File: config.mk
export PLATFORM = sky130hd
export DESIGN_NAME = mcg_top
export DESIGN_NICKNAME = d
export VERILOG_FILES = /design/src/design/mcg_prescaler_unused_guard.sv /design/src/design/mcg_pkg.sv /design/src/design/mcg_div_if.sv /design/src/design/mcg_top.sv /design/src/design/mcg_prescaler.sv
export SDC_FILE = /design/constraint.sdc
export NUM_CORES = 1
export LEC_CHECK = 0
export BUFFER_PORTS_ARGS = -buffer_cell sky130_fd_sc_hd__buf_2
export CORE_MARGIN = 1.5
export CORE_UTILIZATION = 35
export DETAILED_ROUTE_END_ITERATION = 8
export PLACE_DENSITY_LB_ADDON = 0.1
export SETUP_SLACK_MARGIN = 0.3
export SLEW_MARGIN = 15
export SYNTH_ARGS = -nofsm -noshare
export SYNTH_HDL_FRONTEND = slang
export SYNTH_SLANG_ARGS = --single-unit
File: constraint.sdc
create_clock -name sys_clk_i -period 4.65 [get_ports sys_clk_i]
set_clock_uncertainty 0.05 [all_clocks]
set_input_delay 0.465 -clock sys_clk_i [delete_from_list [all_inputs] [get_ports sys_clk_i]]
set_output_delay 0.465 -clock sys_clk_i [all_outputs]
set_load 0.01 [all_outputs]
File: src/design/mcg_prescaler_unused_guard.sv
// spare design file, holds no logic

File: src/design/mcg_pkg.sv
// register map, field layout and timing constants of the master clock generator
// What this block does
// - source code picks slow, main, pll1, pll2
// - prescale codes 0-6 power of two, 7 thirds
// - bit 12 halves first pll clock
// - config writes ignored while protection set
// - reset runs master clock from 4 MHz RC
// - cpu clock stops during processor sleep
// - free-running cpu clock ignores sleep
// - each peripheral clock enabled independently
// - slow clock from RC or crystal, other off
// - software trims 8 and 12 MHz RC
// - clock outputs pick a generator clock
// - detect main crystal clock failure
// - count main clock, retune RC on the fly
// - usb port gets its own clock
// - master clock feeds permanent modules, programmable
package mcg_pkg;
  // register byte addresses
  localparam logic [31:0] ADDR_CLK_EN = 32'h400e0400;
  localparam logic [31:0] ADDR_PERIPH_EN = 32'h400e0410;
  localparam logic [31:0] ADDR_MAIN_CTRL = 32'h400e0420;
  localparam logic [31:0] ADDR_FREQ = 32'h400e0424;
  localparam logic [31:0] ADDR_MCFG = 32'h400e0430;
  localparam logic [31:0] ADDR_PCK_SEL = 32'h400e0440;
  localparam logic [31:0] ADDR_SLOW_SEL = 32'h400e0450;
  localparam logic [31:0] ADDR_STATUS = 32'h400e0468;
  localparam logic [31:0] ADDR_MASK = 32'h400e046c;
  localparam logic [31:0] ADDR_WPMR = 32'h400e04e4;
  // master clock config fields
  localparam int MSRC_LSB = 0;
  localparam int MDIV_LSB = 4;
  localparam int PLL1_HALVE_BIT = 12;
  localparam int PLL2_HALVE_BIT = 13;
  localparam logic [1:0] MSRC_RESET = 2'h1;
  localparam logic [2:0] MDIV_RESET = 3'h0;
  localparam logic [2:0] MDIV_THIRD = 3'h7;
  localparam logic [6:0] MDIV_THIRD_LAST = 7'h2;
  // source codes
  localparam logic [1:0] SRC_SLOW = 2'h0;
  localparam logic [1:0] SRC_MAIN = 2'h1;
  localparam logic [1:0] SRC_PLL1 = 2'h2;
  localparam logic [1:0] SRC_PLL2 = 2'h3;
  // other field positions
  localparam int USB_EN_BIT = 0;
  localparam int PCK_EN_LSB = 8;
  localparam int PCK_NUM = 3;
  localparam int PERIPH_NUM = 8;
  localparam int TRIM12_LSB = 8;
  localparam int RC_SEL_LSB = 16;
  localparam int MAIN_XTAL_BIT = 24;
  localparam int FREQ_BUSY_BIT = 16;
  localparam int STS_FAIL = 0;
  localparam int STS_MEAS = 1;
  localparam logic [1:0] RC_SEL_4MHZ = 2'h0;
  // timing
  localparam int CLK_PERIOD_NS = 4;
  localparam int FAIL_TIME_NS = 2000;
  localparam int MEAS_TIME_NS = 4000;
  localparam logic [11:0] FAIL_CYCLES = 12'((FAIL_TIME_NS + CLK_PERIOD_NS - 1) / CLK_PERIOD_NS);
  localparam logic [11:0] MEAS_CYCLES = 12'(MEAS_TIME_NS / CLK_PERIOD_NS);
  typedef enum logic {MEAS_IDLE, MEAS_RUN} mcg_meas_t;
endpackage

File: src/design/mcg_div_if.sv
// link between the top and the master prescaler
`timescale 1ns/1ns
interface mcg_div_if;
  logic tick;
  logic [2:0] code;
  logic out_tick;
  modport ctrl(output tick, output code, input out_tick);
  modport div(input tick, input code, output out_tick);
endinterface

File: src/design/mcg_top.sv
// master clock generator: source select, prescale, gating, apb registers
//
// Design decision made here: the APB interface to the registers.
`timescale 1ns/1ns
module mcg_top import mcg_pkg::*; (
  input wire logic sys_clk_i,
  input wire logic rstn_i,
  input wire logic psel_i,
  input wire logic penable_i,
  input wire logic pwrite_i,
  input wire logic [31:0] paddr_i,
  input wire logic [31:0] pwdata_i,
  output logic [31:0] prdata_o,
  output logic pready_o,
  output logic pslverr_o,
  input wire logic slow_rc_tick_i,
  input wire logic slow_xtal_tick_i,
  input wire logic main_tick_i,
  input wire logic pll1_tick_i,
  input wire logic pll2_tick_i,
  input wire logic cpu_sleep_i,
  output logic master_clk_en_o,
  output logic cpu_clk_en_o,
  output logic freerun_cpu_clk_en_o,
  output logic usb_port_clk_en_o,
  output logic [PERIPH_NUM-1:0] periph_clk_en_o,
  output logic [PCK_NUM-1:0] programmable_clock_out_o,
  output logic slow_rc_on_o,
  output logic slow_xtal_on_o,
  output logic [7:0] rc_trim8_o,
  output logic [7:0] rc_trim12_o,
  output logic [1:0] rc_freq_sel_o,
  output logic main_xtal_sel_o,
  output logic irq_o
);
  // registers
  logic [1:0] msrc_ff;
  logic [2:0] mdiv_ff;
  logic pll1_halve_ff;
  logic pll2_halve_ff;
  logic wlock_ff;
  logic usb_en_ff;
  logic [PCK_NUM-1:0] pck_en_ff;
  logic [2*PCK_NUM-1:0] pck_sel_ff;
  logic [PERIPH_NUM-1:0] periph_en_ff;
  logic slow_xtal_ff;
  logic slow_rc_ff;
  logic [7:0] trim8_ff;
  logic [7:0] trim12_ff;
  logic [1:0] rc_sel_ff;
  logic main_xtal_ff;
  logic [1:0] sts_ff;
  logic [1:0] mask_ff;
  logic [31:0] rdata_ff;
  logic ready_ff;
  logic err_ff;
  // clock path state
  logic pll1_ph_ff;
  logic pll2_ph_ff;
  logic mclk_ff;
  logic cpu_ff;
  logic free_ff;
  logic usb_ff;
  logic [PERIPH_NUM-1:0] periph_ff;
  logic [PCK_NUM-1:0] pck_ff;
  logic irq_ff;
  // monitors
  logic [11:0] fail_cnt_ff;
  logic [11:0] meas_tmr_ff;
  logic [15:0] meas_cnt_ff;
  mcg_meas_t meas_st_ff;

  // decoded wires
  logic setup;
  logic wr;
  logic mapped;
  logic sel_mcfg;
  logic slow_tick;
  logic pll1_tick;
  logic pll2_tick;
  logic src_tick;
  logic fail_evt;
  logic meas_evt;
  logic meas_start;
  logic [1:0] evt;
  logic [31:0] rd_mux;
  logic [31:0] mcfg_rd;
  logic [11:0] nxt_fail_cnt;
  logic [1:0] nxt_sts;
  logic [1:0] nxt_mask;

  mcg_div_if div_if();

  // picks one of the four source ticks by a 2-bit code
  function automatic logic src_pick(input logic [1:0] code, input logic s,
                                    input logic m, input logic p1, input logic p2);
    case (code)
      SRC_SLOW: src_pick = s;
      SRC_MAIN: src_pick = m;
      SRC_PLL1: src_pick = p1;
      default: src_pick = p2;
    endcase
  endfunction

  // address match for one register
  function automatic logic hit(input logic [31:0] a, input logic [31:0] ref_a);
    hit = (a == ref_a);
  endfunction

  // apb decode
  assign setup = psel_i && !penable_i;
  assign wr = psel_i && penable_i && pwrite_i && ready_ff;
  assign sel_mcfg = hit(paddr_i, ADDR_MCFG);
  assign mapped = hit(paddr_i, ADDR_CLK_EN) || hit(paddr_i, ADDR_PERIPH_EN) ||
                  hit(paddr_i, ADDR_MAIN_CTRL) || hit(paddr_i, ADDR_FREQ) || sel_mcfg ||
                  hit(paddr_i, ADDR_PCK_SEL) || hit(paddr_i, ADDR_SLOW_SEL) ||
                  hit(paddr_i, ADDR_STATUS) || hit(paddr_i, ADDR_MASK) ||
                  hit(paddr_i, ADDR_WPMR);

  // config read image, unused positions stay zero
  assign mcfg_rd = (32'(msrc_ff) << MSRC_LSB) | (32'(mdiv_ff) << MDIV_LSB) |
                   (32'(pll1_halve_ff) << PLL1_HALVE_BIT) |
                   (32'(pll2_halve_ff) << PLL2_HALVE_BIT);

  // read data selection
  assign rd_mux =
    hit(paddr_i, ADDR_MCFG) ? mcfg_rd :
    hit(paddr_i, ADDR_CLK_EN) ? ((32'(pck_en_ff) << PCK_EN_LSB) | 32'(usb_en_ff)) :
    hit(paddr_i, ADDR_PERIPH_EN) ? 32'(periph_en_ff) :
    hit(paddr_i, ADDR_MAIN_CTRL) ? ((32'(main_xtal_ff) << MAIN_XTAL_BIT) |
                                    (32'(rc_sel_ff) << RC_SEL_LSB) |
                                    (32'(trim12_ff) << TRIM12_LSB) | 32'(trim8_ff)) :
    hit(paddr_i, ADDR_FREQ) ? ((32'(meas_st_ff == MEAS_RUN) << FREQ_BUSY_BIT) |
                               32'(meas_cnt_ff)) :
    hit(paddr_i, ADDR_PCK_SEL) ? 32'(pck_sel_ff) :
    hit(paddr_i, ADDR_SLOW_SEL) ? 32'(slow_xtal_ff) :
    hit(paddr_i, ADDR_STATUS) ? 32'(sts_ff) :
    hit(paddr_i, ADDR_MASK) ? 32'(mask_ff) :
    hit(paddr_i, ADDR_WPMR) ? 32'(wlock_ff) : 32'h0;

  // bus answer: data and ready prepared in the setup cycle
  always_ff @(posedge sys_clk_i) begin
    if (!rstn_i) begin
      rdata_ff <= 32'h0;
      ready_ff <= 1'b0;
      err_ff <= 1'b0;
    end else begin
      rdata_ff <= setup ? rd_mux : rdata_ff;
      ready_ff <= setup;
      err_ff <= setup && !mapped;
    end
  end

  // master clock config, locked by the protection bit
  always_ff @(posedge sys_clk_i) begin
    if (!rstn_i) begin
      msrc_ff <= MSRC_RESET;
      mdiv_ff <= MDIV_RESET;
      pll1_halve_ff <= 1'b0;
      pll2_halve_ff <= 1'b0;
    end else if (wr && sel_mcfg && !wlock_ff) begin
      msrc_ff <= pwdata_i[MSRC_LSB +: 2];
      mdiv_ff <= pwdata_i[MDIV_LSB +: 3];
      pll1_halve_ff <= pwdata_i[PLL1_HALVE_BIT];
      pll2_halve_ff <= pwdata_i[PLL2_HALVE_BIT];
    end
  end

  // remaining software registers
  always_ff @(posedge sys_clk_i) begin
    if (!rstn_i) begin
      wlock_ff <= 1'b0;
      usb_en_ff <= 1'b0;
      pck_en_ff <= '0;
      pck_sel_ff <= '0;
      periph_en_ff <= '0;
      slow_xtal_ff <= 1'b0;
      slow_rc_ff <= 1'b1;
      trim8_ff <= 8'h0;
      trim12_ff <= 8'h0;
      rc_sel_ff <= RC_SEL_4MHZ;
      main_xtal_ff <= 1'b0;
      mask_ff <= 2'h0;
    end else if (wr) begin
      if (hit(paddr_i, ADDR_WPMR)) wlock_ff <= pwdata_i[0];
      if (hit(paddr_i, ADDR_CLK_EN)) begin
        usb_en_ff <= pwdata_i[USB_EN_BIT];
        pck_en_ff <= pwdata_i[PCK_EN_LSB +: PCK_NUM];
      end
      if (hit(paddr_i, ADDR_PCK_SEL)) pck_sel_ff <= pwdata_i[2*PCK_NUM-1:0];
      if (hit(paddr_i, ADDR_PERIPH_EN)) periph_en_ff <= pwdata_i[PERIPH_NUM-1:0];
      if (hit(paddr_i, ADDR_SLOW_SEL)) begin
        slow_xtal_ff <= pwdata_i[0];
        slow_rc_ff <= !pwdata_i[0];
      end
      if (hit(paddr_i, ADDR_MAIN_CTRL)) begin
        trim8_ff <= pwdata_i[7:0];
        trim12_ff <= pwdata_i[TRIM12_LSB +: 8];
        rc_sel_ff <= pwdata_i[RC_SEL_LSB +: 2];
        main_xtal_ff <= pwdata_i[MAIN_XTAL_BIT];
      end
      if (hit(paddr_i, ADDR_MASK)) mask_ff <= pwdata_i[1:0];
    end
  end

  // slow clock from the chosen oscillator only
  assign slow_tick = slow_xtal_ff ? slow_xtal_tick_i : slow_rc_tick_i;
  // pll ticks, optionally every second one
  assign pll1_tick = pll1_tick_i && (!pll1_halve_ff || pll1_ph_ff);
  assign pll2_tick = pll2_tick_i && (!pll2_halve_ff || pll2_ph_ff);
  assign src_tick = src_pick(msrc_ff, slow_tick, main_tick_i, pll1_tick, pll2_tick);

  // halving phase toggles
  always_ff @(posedge sys_clk_i) begin
    if (!rstn_i) begin
      pll1_ph_ff <= 1'b0;
      pll2_ph_ff <= 1'b0;
    end else begin
      pll1_ph_ff <= pll1_ph_ff ^ pll1_tick_i;
      pll2_ph_ff <= pll2_ph_ff ^ pll2_tick_i;
    end
  end

  // prescaler hookup
  assign div_if.tick = src_tick;
  assign div_if.code = mdiv_ff;
  mcg_prescaler u_master_prescale_select (
    .sys_clk_i(sys_clk_i),
    .rstn_i(rstn_i),
    .div_if(div_if)
  );

  // clock enables, the cpu, usb and peripheral ones gated
  always_ff @(posedge sys_clk_i) begin
    if (!rstn_i) begin
      mclk_ff <= 1'b0;
      cpu_ff <= 1'b0;
      free_ff <= 1'b0;
      usb_ff <= 1'b0;
      periph_ff <= '0;
    end else begin
      mclk_ff <= div_if.out_tick;
      cpu_ff <= div_if.out_tick && !cpu_sleep_i;
      free_ff <= div_if.out_tick;
      usb_ff <= usb_en_ff && pll2_tick_i;
      periph_ff <= {PERIPH_NUM{div_if.out_tick}} & periph_en_ff;
    end
  end

  // programmable outputs toggle on their chosen source
  always_ff @(posedge sys_clk_i) begin
    if (!rstn_i) begin
      pck_ff <= '0;
    end else begin
      for (int i = 0; i < PCK_NUM; i++) begin
        if (!pck_en_ff[i]) pck_ff[i] <= 1'b0;
        else if (src_pick(pck_sel_ff[2*i +: 2], slow_tick, main_tick_i, pll1_tick,
                          pll2_tick)) pck_ff[i] <= !pck_ff[i];
      end
    end
  end

  // main crystal watchdog: cycles since the last main tick
  assign nxt_fail_cnt = (main_tick_i || !main_xtal_ff) ? 12'h0 :
                        (fail_cnt_ff == FAIL_CYCLES) ? fail_cnt_ff :
                        12'(fail_cnt_ff + 12'h1);
  assign fail_evt = (nxt_fail_cnt == FAIL_CYCLES) && (fail_cnt_ff != FAIL_CYCLES);

  // frequency counter over a fixed window
  assign meas_start = wr && hit(paddr_i, ADDR_FREQ);
  assign meas_evt = (meas_st_ff == MEAS_RUN) && (meas_tmr_ff == 12'h0);

  always_ff @(posedge sys_clk_i) begin
    if (!rstn_i) begin
      fail_cnt_ff <= 12'h0;
      meas_st_ff <= MEAS_IDLE;
      meas_tmr_ff <= 12'h0;
      meas_cnt_ff <= 16'h0;
    end else begin
      fail_cnt_ff <= nxt_fail_cnt;
      case (meas_st_ff)
        MEAS_IDLE: begin
          if (meas_start) begin
            meas_st_ff <= MEAS_RUN;
            meas_tmr_ff <= 12'(MEAS_CYCLES - 12'h1);
            meas_cnt_ff <= 16'h0;
          end
        end
        MEAS_RUN: begin
          if (main_tick_i) meas_cnt_ff <= 16'(meas_cnt_ff + 16'h1);
          if (meas_tmr_ff == 12'h0) meas_st_ff <= MEAS_IDLE;
          else meas_tmr_ff <= 12'(meas_tmr_ff - 12'h1);
        end
        default: meas_st_ff <= MEAS_IDLE;
      endcase
    end
  end

  // sticky status, a new event beats a write-one clear
  assign evt = {meas_evt, fail_evt};
  assign nxt_sts = evt | (sts_ff & ~((wr && hit(paddr_i, ADDR_STATUS)) ? pwdata_i[1:0] : 2'h0));
  // mask as it stands after this edge, so irq never lags a mask write
  assign nxt_mask = (wr && hit(paddr_i, ADDR_MASK)) ? pwdata_i[1:0] : mask_ff;

  always_ff @(posedge sys_clk_i) begin
    if (!rstn_i) begin
      sts_ff <= 2'h0;
      irq_ff <= 1'b0;
    end else begin
      sts_ff <= nxt_sts;
      irq_ff <= |(nxt_sts & nxt_mask);
    end
  end

  // outputs
  assign prdata_o = rdata_ff;
  assign pready_o = ready_ff;
  assign pslverr_o = err_ff;
  assign master_clk_en_o = mclk_ff;
  assign cpu_clk_en_o = cpu_ff;
  assign freerun_cpu_clk_en_o = free_ff;
  assign usb_port_clk_en_o = usb_ff;
  assign periph_clk_en_o = periph_ff;
  assign programmable_clock_out_o = pck_ff;
  assign slow_rc_on_o = slow_rc_ff;
  assign slow_xtal_on_o = slow_xtal_ff;
  assign rc_trim8_o = trim8_ff;
  assign rc_trim12_o = trim12_ff;
  assign rc_freq_sel_o = rc_sel_ff;
  assign main_xtal_sel_o = main_xtal_ff;
  assign irq_o = irq_ff;

  chk_wp_lock: assert property (@(posedge sys_clk_i) disable iff (!rstn_i)
    (wr && sel_mcfg && wlock_ff) |=> $stable(mcfg_rd)) else $error("locked config changed");
  chk_wp_open: assert property (@(posedge sys_clk_i) disable iff (!rstn_i)
    (wr && sel_mcfg && !wlock_ff) |=> msrc_ff == $past(pwdata_i[1:0]))
    else $error("open config write lost");
  chk_reset_main: assert property (@(posedge sys_clk_i) disable iff (!rstn_i)
    $rose(rstn_i) |-> (msrc_ff == SRC_MAIN && rc_freq_sel_o == RC_SEL_4MHZ))
    else $error("not on 4 MHz main after reset");
  chk_sleep_gate: assert property (@(posedge sys_clk_i) disable iff (!rstn_i)
    cpu_sleep_i |=> !cpu_clk_en_o) else $error("cpu clock ran in sleep");
  chk_free_run: assert property (@(posedge sys_clk_i) disable iff (!rstn_i)
    div_if.out_tick |=> freerun_cpu_clk_en_o) else $error("free clock missed a tick");
  chk_periph_off: assert property (@(posedge sys_clk_i) disable iff (!rstn_i)
    periph_clk_en_o != 0 |-> ($past(periph_en_ff) & periph_clk_en_o) == periph_clk_en_o)
    else $error("disabled peripheral clocked");
  chk_slow_one: assert property (@(posedge sys_clk_i) disable iff (!rstn_i)
    slow_rc_on_o != slow_xtal_on_o) else $error("slow oscillators both on or off");
  chk_fail_flag: assert property (@(posedge sys_clk_i) disable iff (!rstn_i)
    fail_evt |=> sts_ff[STS_FAIL]) else $error("clock failure not flagged");
  chk_irq_level: assert property (@(posedge sys_clk_i) disable iff (!rstn_i)
    (sts_ff & mask_ff) != 2'h0 |-> irq_o) else $error("irq low with pending event");
  chk_pll1_half: assert property (@(posedge sys_clk_i) disable iff (!rstn_i)
    (pll1_halve_ff && pll1_tick) |-> pll1_ph_ff) else $error("pll1 not halved");
endmodule

File: src/design/mcg_prescaler.sv
// master clock prescaler working on source tick pulses
`timescale 1ns/1ns
module mcg_prescaler import mcg_pkg::*; (
  input wire logic sys_clk_i,
  input wire logic rstn_i,
  mcg_div_if.div div_if
);
  logic [6:0] cnt_ff;
  logic [6:0] nxt_cnt;
  logic [6:0] last_cnt;
  logic wrap;
  logic out_ff;

  // terminal count: code 7 divides by 3, others by two to the code
  assign last_cnt = (div_if.code == MDIV_THIRD) ? MDIV_THIRD_LAST :
                    7'((7'h1 << div_if.code) - 7'h1);
  assign wrap = div_if.tick && (cnt_ff >= last_cnt);
  assign nxt_cnt = !div_if.tick ? cnt_ff : (wrap ? 7'h0 : 7'(cnt_ff + 7'h1));
  assign div_if.out_tick = out_ff;

  // counter and output pulse
  always_ff @(posedge sys_clk_i) begin
    if (!rstn_i) begin
      cnt_ff <= 7'h0;
      out_ff <= 1'b0;
    end else begin
      cnt_ff <= nxt_cnt;
      out_ff <= wrap;
    end
  end

  chk_div_cause: assert property (@(posedge sys_clk_i) disable iff (!rstn_i)
    out_ff |-> $past(div_if.tick)) else $error("prescaler pulse without source tick");
  chk_div_bypass: assert property (@(posedge sys_clk_i) disable iff (!rstn_i)
    (div_if.tick && div_if.code == 3'h0 && cnt_ff == 7'h0) |=> out_ff)
    else $error("divide by one dropped a tick");
endmodule

* Yosys cells after proc, flatten, opt, wreduce, memory -nomap -nowiden
Cells that the tools add are included.
** Storage, ports and cells
- Bits of input ports :: 75
- Register bits :: 151
** Cells by class
- Bitwise operators :: 16
- $lt $le $gt $ge :: 1
- Shifts and indexed selects :: 1
- Add/subtract/negate cells :: 5
- Eq/ne operators :: 25
- Mux-type cells :: 36
- Reduce and logical (&&, ||, !) cells :: 58
** Operators by type and width (number)
- $eq A32 B31 Y1 const B :: 10
- $mux W25 :: 4
- $mux W12 :: 4
- $mux W16 :: 2
- $pmux W16 S2 :: 1
- $or A25 B16 Y25 :: 1
- $or A25 B18 Y25 :: 1
- $or A25 B8 Y25 :: 1
- $eq A12 B9 Y1 const B :: 2
- $pmux W12 S2 :: 1
- $reduce_and A2 Y1 :: 12
- $logic_and A1 B1 Y1 :: 17
- $mux W17 :: 1
- $or A17 B16 Y17 :: 1
- $add A16 B1 Y16 const B :: 1
- $mux W7 :: 2
- $or A13 B14 Y14 :: 1
- $or A7 B13 Y13 :: 1
- $add A12 B1 Y12 const B :: 1
- $logic_not A12 Y1 :: 1
- $logic_or A1 B1 Y1 :: 12
- $ne A12 B9 Y1 const B :: 1
- $pmux W1 S3 :: 4
- $sub A12 B1 Y12 const B :: 1
- 23 further kinds :: 59

* Longest topological paths before layout
Gate-level depths: netlist of run 1.
- Depth in word-level cells :: 12
- Mapped depth :: 13
- Mapped depth without buffers :: 12

* Modules after synthesis
From an unflattened synthesis of run 1, not the netlist that was laid out.
** Second synthesis, totals
- Cells, all modules :: 815
- Area total of the unflattened synthesis :: 6977.9 µm²
** Modules (own cells, without submodules)
- mcg_top :: cells each 736, times used 1, area each 6348.6 µm²
- mcg_prescaler :: cells each 79, times used 1, area each 629.4 µm²

* Least setup slack after synthesis of run 1
No wires, ideal clock.
- Path kind :: flip-flop to flip-flop
- From :: register mdiv_ff[2], in the netlist div_if.code[2]
- To :: register u_master_prescale_select.cnt_ff[0]
- Data arrival time :: 2.356 ns
- Path buffers :: 1
- Stages on the path, launching flop included :: 13
- Slack :: 2.113 ns
- Period minus slack after synthesis :: 2.537 ns
- Required time :: 4.470 ns
- Cells stage by stage :: dfxtp_1 > clkbuf_1 > or3_1 > ha_1 > nor2b_1 > nand2b_1 > a21oi_1 > a21oi_1 > ha_1 > a21oi_1 > o211a_1 > o21ai_1 > nor2_1
** On the way
- Longest elaborated chain between the ends :: 6
- Elaborated cells between the ends (all ways) :: 7
** Ends and longest elaborated chain
- from (decl) :: RTL line mcg_top.sv:38 : logic [2:0] mdiv_ff;
- from (signal assigned) :: RTL line mcg_top.sv:163 : mdiv_ff <= pwdata_i[MDIV_LSB +: 3];
- $shl A1 B3 Y7 :: RTL line mcg_prescaler.sv:16 : 7'((7'h1 << div_if.code) - 7'h1);
- $sub A7 B1 Y7 :: RTL line mcg_prescaler.sv:16
- $mux W7 * :: RTL line mcg_prescaler.sv:15 : assign last_cnt = (div_if.code == MDIV_THIRD) ? MDIV_THIRD_LAST :
- $ge A7 B7 Y1 * :: RTL line mcg_prescaler.sv:17 : assign wrap = div_if.tick && (cnt_ff >= last_cnt);
- $logic_and A1 B1 Y1 * :: RTL line mcg_prescaler.sv:17
- $mux W7 * :: RTL line mcg_prescaler.sv:18 : assign nxt_cnt = !div_if.tick ? cnt_ff : (wrap ? 7'h0 : 7'(cnt_ff + 7'h1));
- to (signal assigned) :: RTL line mcg_prescaler.sv:27 : cnt_ff <= nxt_cnt;
- to (decl) :: RTL line mcg_prescaler.sv:8 : logic [6:0] cnt_ff;
Every way passes the cells marked *; elsewhere a longest branch is shown, timed or not.
A chain may end at the register's enable or synchronous reset.

* Final worst setup path of run 1
- From :: register mdiv_ff[2], in the netlist div_if.code[2]
- To :: register u_master_prescale_select.cnt_ff[3]
The elaborated chain is that of the path after synthesis.

==> results of run 1 <==
[worst max-delay path, cell delays in order, from the launching register on]
cell	delay [ns]
dfxtp_1	0.39
or3_1	0.42
ha_1	0.25
nor2b_1	0.18
nand2b_1	0.07
a21oi_1	0.12
a21oi_1	0.06
ha_1	0.28
a21oi_1	0.06
o211a_1	0.23
o21ai_1	0.46
nor2_1	0.11
[placed cells by master (no fill, tap or decap), drive strengths merged, types with 5 or more instances in the layout]
cell / n
a21boi: 6
nor4b: 5
nor2b: 6
ha: 13
xor2: 23
inv: 29
a21oi: 66
nand2b: 7
and2: 9
a22oi: 5
dfxtp: 138
o21ai: 30
nand3: 37
nand4: 16
a31oi: 8
a221oi: 8
and3: 15
nand3b: 8
nand2: 97
nor3: 17
conb: 13
mux2i: 33
nor2: 81
buf: 128
and4: 5
xnor2: 11
clkbuf: 17
or3: 8
nor4: 13
[metrics by stage]
stage,total power [uW],worst slack [ns],cell area (um^2),utilization (%),cells
2_1_floorplan,1290,2.11,6770,-,803
3_3_place_gp,1340,1.59,7450,39.7,1115
3_5_place_dp,1340,1.59,7450,39.7,1115
4_1_cts,2740,1.82,8060,42.9,1147
5_1_grt,2810,1.48,8060,42.9,1147
6_report,2710,1.84,8060,42.9,1147
[layer usage]
layer | track usage [%] | share of wire (%) | up-vias
met5 | 0 | 0 | -
met4 | 6.67 | 1.8 | 0
met1 | 28.7 | 48 | 2847
met3 | 4.49 | 4.8 | 21
li1 | - | - | 3024
met2 | 32.3 | 45 | 165
[sequential cells by signal, summed over array words and instances (netlist names), 3 cells and up]
| name | cells |
|---|---|
| meas_tmr_ff | 12 |
| pck_sel_ff | 6 |
| periph_clk_en_o | 8 |
| meas_cnt_ff | 16 |
| fail_cnt_ff | 12 |
| pck_en_ff | 3 |
| u_master_prescale_select.cnt_ff | 7 |
| rc_trim8_o | 8 |
| rc_trim12_o | 8 |
| programmable_clock_out_o | 3 |
| periph_en_ff | 8 |
| div_if.code | 3 |
| prdata_o | 19 |
[cell type report]
| class | count | area, um^2 | share of cell area [%] |
|---|---|---|---|
| multi-input combinational | 594 | 3650 | 45.3 |
| sequential | 138 | 2760 | 34.3 |
| timing repair buffer | 128 | 663 | 8.23 |
| clock buffer | 17 | 425 | 5.28 |
| tap | 234 | 293 | 3.63 |
| clock inverter | 15 | 181 | 2.25 |
| inverter | 21 | 78.8 | 0.978 |
[where the power goes]
part	total [uW]	switching (uW)	leakage, uW	internal (uW)
logic	116	75.2	0.00189	40.5
clock network	1400	590	0.000296	812
registers	1190	4.68	0.00111	1190
total	2710	670	0.00330	2040
[cells by family after synthesis]
logic type	after synthesis	synth area share [%]
AO/OA/AOI/OAI	160	14.9
multiplexers	40	6.76
AND/OR/NAND/NOR	334	25.0
buffers and inverters	71	5.32
flip-flops	138	41.1
XOR/XNOR	34	4.43
adder cells (fa/ha/maj)	13	2.42
other	1	0.0558
[worst max-delay path by stage]
stage                   startpoint                                  to  slack [ns]
global route        div_if.code[2]  u_master_prescale_select.cnt_ff[6]        1.48
finish              div_if.code[2]  u_master_prescale_select.cnt_ff[3]        1.84
detailed placement      paddr_i[9]                      div_if.code[0]        1.59
global placement        paddr_i[9]                    rc_freq_sel_o[0]        1.59
floorplan           div_if.code[2]  u_master_prescale_select.cnt_ff[0]        2.11
CTS                 div_if.code[2]  u_master_prescale_select.cnt_ff[3]        1.82
==> reports/metrics.csv, run 1 <==
metric,value,unit
status,"complete, no violations",
synth_area_leader_cell,dfxtp_1,
min_from,cpu_sleep_i,
drtIter0Drc,364,
drive_gt1_share,19.7,%
cts_sinks,138,
cts_buffer_depth,2,
hold_slack,0.142,ns
synth_edf_count,0,
antenna_left,0,
start_kind,flip-flop,
hold_depth,2,
fill_cells,1954,
clock_latency,0.43,ns
power_density,336,nW/um^2
grt_max_degree,41,
grt_use_total,20.8,%
cap_violations,0,
via_count,6057,
wl,19900,um
hp-class,in2reg,
start_util,35.8,%
crit_fanout,9,
grt_pass1_wl,32000,um
wl_per_cell,17.3,um
ctsRootBufferMaster,clkbuf_16,
crit_arrival,3.06,ns
rr_endpoint,u_master_prescale_select.cnt_ff[3],
layout.nets,988,
crit_type,reg2reg,
post_cts_buffers,0,
netlist_area,6720,um^2
slew_headroom,23.5,%
core,18800,um^2
post_cts_resized,0,
drc_errors,0,
syn_to_final_growth,19.9,%
antenna_cells,0,
finalSetupViolations,0,
portBuffers,119,
avgSynthCellArea,8.50,um^2
async_reset_ff_share,0,%
setup_tns,0,ns
ys_types,67,
htreeDepth,4,
p_leak,0.00330,uW
grt_pass1_vias,5731,
finalHoldViolCount,0,
cts_made_buffers,17,
rr_startpoint,div_if.code[2],
synth-main-ff-cell,dfxtp_1,
cts_tree,done,
overflow,0,
yosysTopAreaCellShare,41.1,%
path_clk_slew,0.06,ns
io_pins,146,
synth_seq_cells,138,
r2r_setup_slack,1.84,ns
viasPerCell,5.28,
ys_seq_area_share,41.1,%
gp_congestion,0.790,
fin_crit_sh,60.5,%
die_area,20000,um^2
row_count,50,
peakVddDrop,0.223,mV
synth_most_common_cell,dfxtp_1,
ys_warn_count,0,
fin_crit,2.81,ns
crit_path_end_kind,flip-flop,
syn_inst,791,
synth.area.top_cells,"dfxtp_1 41%, nand2_1 5.4%, a21oi_1 4.9%",
die_x,142,um
cp_data_required_time,4.90,ns
die_y,142,um
cts_hold_buf,0,
antenna_found_initial,0,
drv_slew,0,
rsz0062_at_grt,false,
netlist_top_cells_count,"138 x dfxtp_1, 97 x nand2_1, 81 x nor2_1",
drtPass1Iterations,5,
ff2ff_path_depth,11,
clock.fmax,0.356,GHz
dpl.hpwl,14300,um
tightest_slew,1.15,ns
hold-path-endpoint,cpu_clk_en_o,
No activity file was read; power rests on OpenSTA's default activity.
==> run 2: changes to the inputs <==
Clock period 4.65 ns to 2.3 ns, I/O delays scaled along.
==> run 2 against run 1 <==
Effect of this change:
- the run now ends with setup timing left
- cell count increased by 5.3%
- sequential share of layout area decreased by 2.8 points
- total power increased by 100%
- worst setup slack got worse by 1.9 ns
- maximum frequency increased by 21%
- die area unchanged
- clock-buffer cell count increased by 2
- worst hold slack got worse by 0.13 ns
- critical path depth unchanged
- clock power increased by 96%
- critical endpoint is now u_master_prescale_select.cnt_ff[5]
==> reports/metrics.csv, run 2 (same netlist as run 1, synthesis figures left out) <==
metric,value,unit,change
status,"complete, but fails checks",,"was complete, no violations"
violations,setup timing,,
setup_tns,-0.0870,ns,was 0 ns
final_core_util,46.8,%,was 42.9%
fin_crit_sh,101,%,was 60.5%
syn_to_final_growth,30.7,%,was 19.9%
hp-class,in2reg,,unchanged
drv_slew,0,,unchanged
dpl.hpwl,15300,um,was 14300 um
ctsRootBufferMaster,clkbuf_16,,unchanged
peakVddDrop,0.483,mV,was 0.223 mV
antenna_left,0,,unchanged
cts_buffer_depth,2,,unchanged
setup_ws,-0.0183,ns,was 1.84 ns
row_count,50,,unchanged
crit_arrival,2.57,ns,was 3.06 ns
clock.fmax,0.431,GHz,was 0.356 GHz
hold_slack,0.0116,ns,was 0.142 ns
slew_headroom,59.0,%,was 23.5%
crit_slowest_cell,or3_4,,was o21ai_1
grt_pass1_wl,33100,um,was 32000 um
die_y,142,um,unchanged
portBuffers,119,,unchanged
io_pins,146,,unchanged
fin_crit,2.32,ns,was 2.81 ns
grt_max_degree,68,,was 41
finalHoldViolCount,0,,unchanged
clock_latency,0.42,ns,was 0.43 ns
die_x,142,um,unchanged
drtPass1Iterations,4,,was 5
path_cells,"or3_4, ha_4, nor2b_4, nand2b_1, a21oi_1, a21oi_1, ha_1, a21oi_1, o211a_1, o21ai_4, nor2_1",,"was or3_1, ha_1, nor2b_1, nand2b_1, a21oi_1, a21oi_1, ha_1, a21oi_1, o211a_1, o21ai_1, nor2_1"
grt_pass1_vias,6038,,was 5731
layout.nets,1049,,was 988
drc_errors,0,,unchanged
cts_tree,done,,unchanged
cap_violations,0,,unchanged
crit_fanout,7,,was 9
antenna_cells,0,,unchanged
gp_congestion,0.813,,was 0.790
rsz0062_at_grt,true,,was false
path_clk_slew,0.06,ns,about the same
p_leak,0.00366,uW,was 0.00330 uW
antenna_found_initial,0,,unchanged
crit_path_end_kind,flip-flop,,unchanged
die_area,20000,um^2,unchanged
via_count,6335,,was 6057
viasPerCell,5.24,,was 5.28
wl,20900,um,was 19900 um
cts_sinks,138,,unchanged
drive_gt1_share,27.5,%,was 19.7%
htreeDepth,4,,unchanged
grt_use_total,21.2,%,was 20.8%
cts_made_buffers,17,,unchanged
overflow,0,,unchanged
largest_reg_flops,19,,unchanged
power_density,618,nW/um^2,was 336 nW/um^2
start_util,35.8,%,unchanged
crit_type,reg2reg,,unchanged
final_cell_mix,"135 x dfxtp_1, 119 x buf_2, 93 x nand2_1, 79 x nor2_1, 65 x a21oi_1",,"was 138 x dfxtp_1, 119 x buf_2, 97 x nand2_1, 81 x nor2_1, 66 x a21oi_1"
core,18800,um^2,unchanged
drtIter0Drc,338,,was 364
final_common_cell,dfxtp_1,,unchanged
place_ws,-0.0276,ns,was 1.59 ns
fin_cells,1208,,was 1147
wl_per_cell,17.3,um,about the same
finalSetupViolations,6,,was 0
start_kind,flip-flop,,unchanged
max_stage_delay,0.40,ns,was 0.46 ns
cpMostUsedCell,a21oi_1,,unchanged
placed_cells,1164,,was 1115
tightest_slew,0.610,ns,was 1.15 ns
cp_data_required_time,2.56,ns,was 4.90 ns
==> run 2: cell types whose count changed in the layout (fill, tap and decap cells not counted), sizes merged <==
cell	previous run	this run
dlygate4sd3	0	7
inv	29	23
buf	128	182
clkinvlp	1	4
clkbuf	17	19
clkinv	4	5
==> run 2: what timing repair did <==
action                                 4_1_cts  5_1_grt
endpoints found under the hold margin        7        0
cloned                                       0        0
resized for setup                           10       10
setup endpoints to repair                   17       19
hold buffers                                 7        0
buffers inserted                             2        3
pin swaps                                    9        6
==> run 2: metrics by stage <==
step,area [um^2],power [uW]
final,8790,5430
after global routing,8790,5590
after CTS,8720,5480
after detailed placement,8010,2730
after global placement,8010,2740
after floorplan,6990,2610
==> run 2: layout make-up <==
cell class	count	area, um^2
Fill cell	1841	9980
Multi-Input combinational cell	594	3910
Inverter	21	78.8
Tap cell	234	293
Sequential cell	138	2770
Clock inverter	13	144
Timing Repair Buffer	189	1150
Clock buffer	19	443
==> run 2: report_power, final <==
part           internal (uW)  switching [uW]
Clock                   1630            1110
Combinational            110             170
Sequential              2400            9.39
==> run 2: metal layers <==
metal	part of all wire (%)	wire [um]	track usage, %
met1	48	10100	28.8
met2	47	9780	35.0
met5	0	0	0
met3	4.1	865	3.95
met4	0.90	189	4.88
==> run 2: worst paths after layout <==
| path | startpoint | cells after the start | slack (ns) | to |
|---|---|---|---|---|
| worst max register to register | div_if.code[0] | 11 | -0.02 | u_master_prescale_select.cnt_ff[5] |
| worst min register to register | prdata_o[16] | 2 | 0.40 | prdata_o[16] |
| worst max-delay path | div_if.code[0] | 11 | -0.02 | u_master_prescale_select.cnt_ff[5] |
| worst min-delay path | pwdata_i[8] | 3 | 0.01 | pck_en_ff[0] |
==> run 2: worst max-delay path, delay by kind of cell, from the launching register on <==
| kind | cells | cell delay, ns |
|---|---|---|
| AO/OA/AOI/OAI | 5 | 0.75 |
| adder cells (fa/ha/maj) | 2 | 0.46 |
| flip-flops | 1 | 0.31 |
| AND/OR/NAND/NOR | 4 | 0.65 |
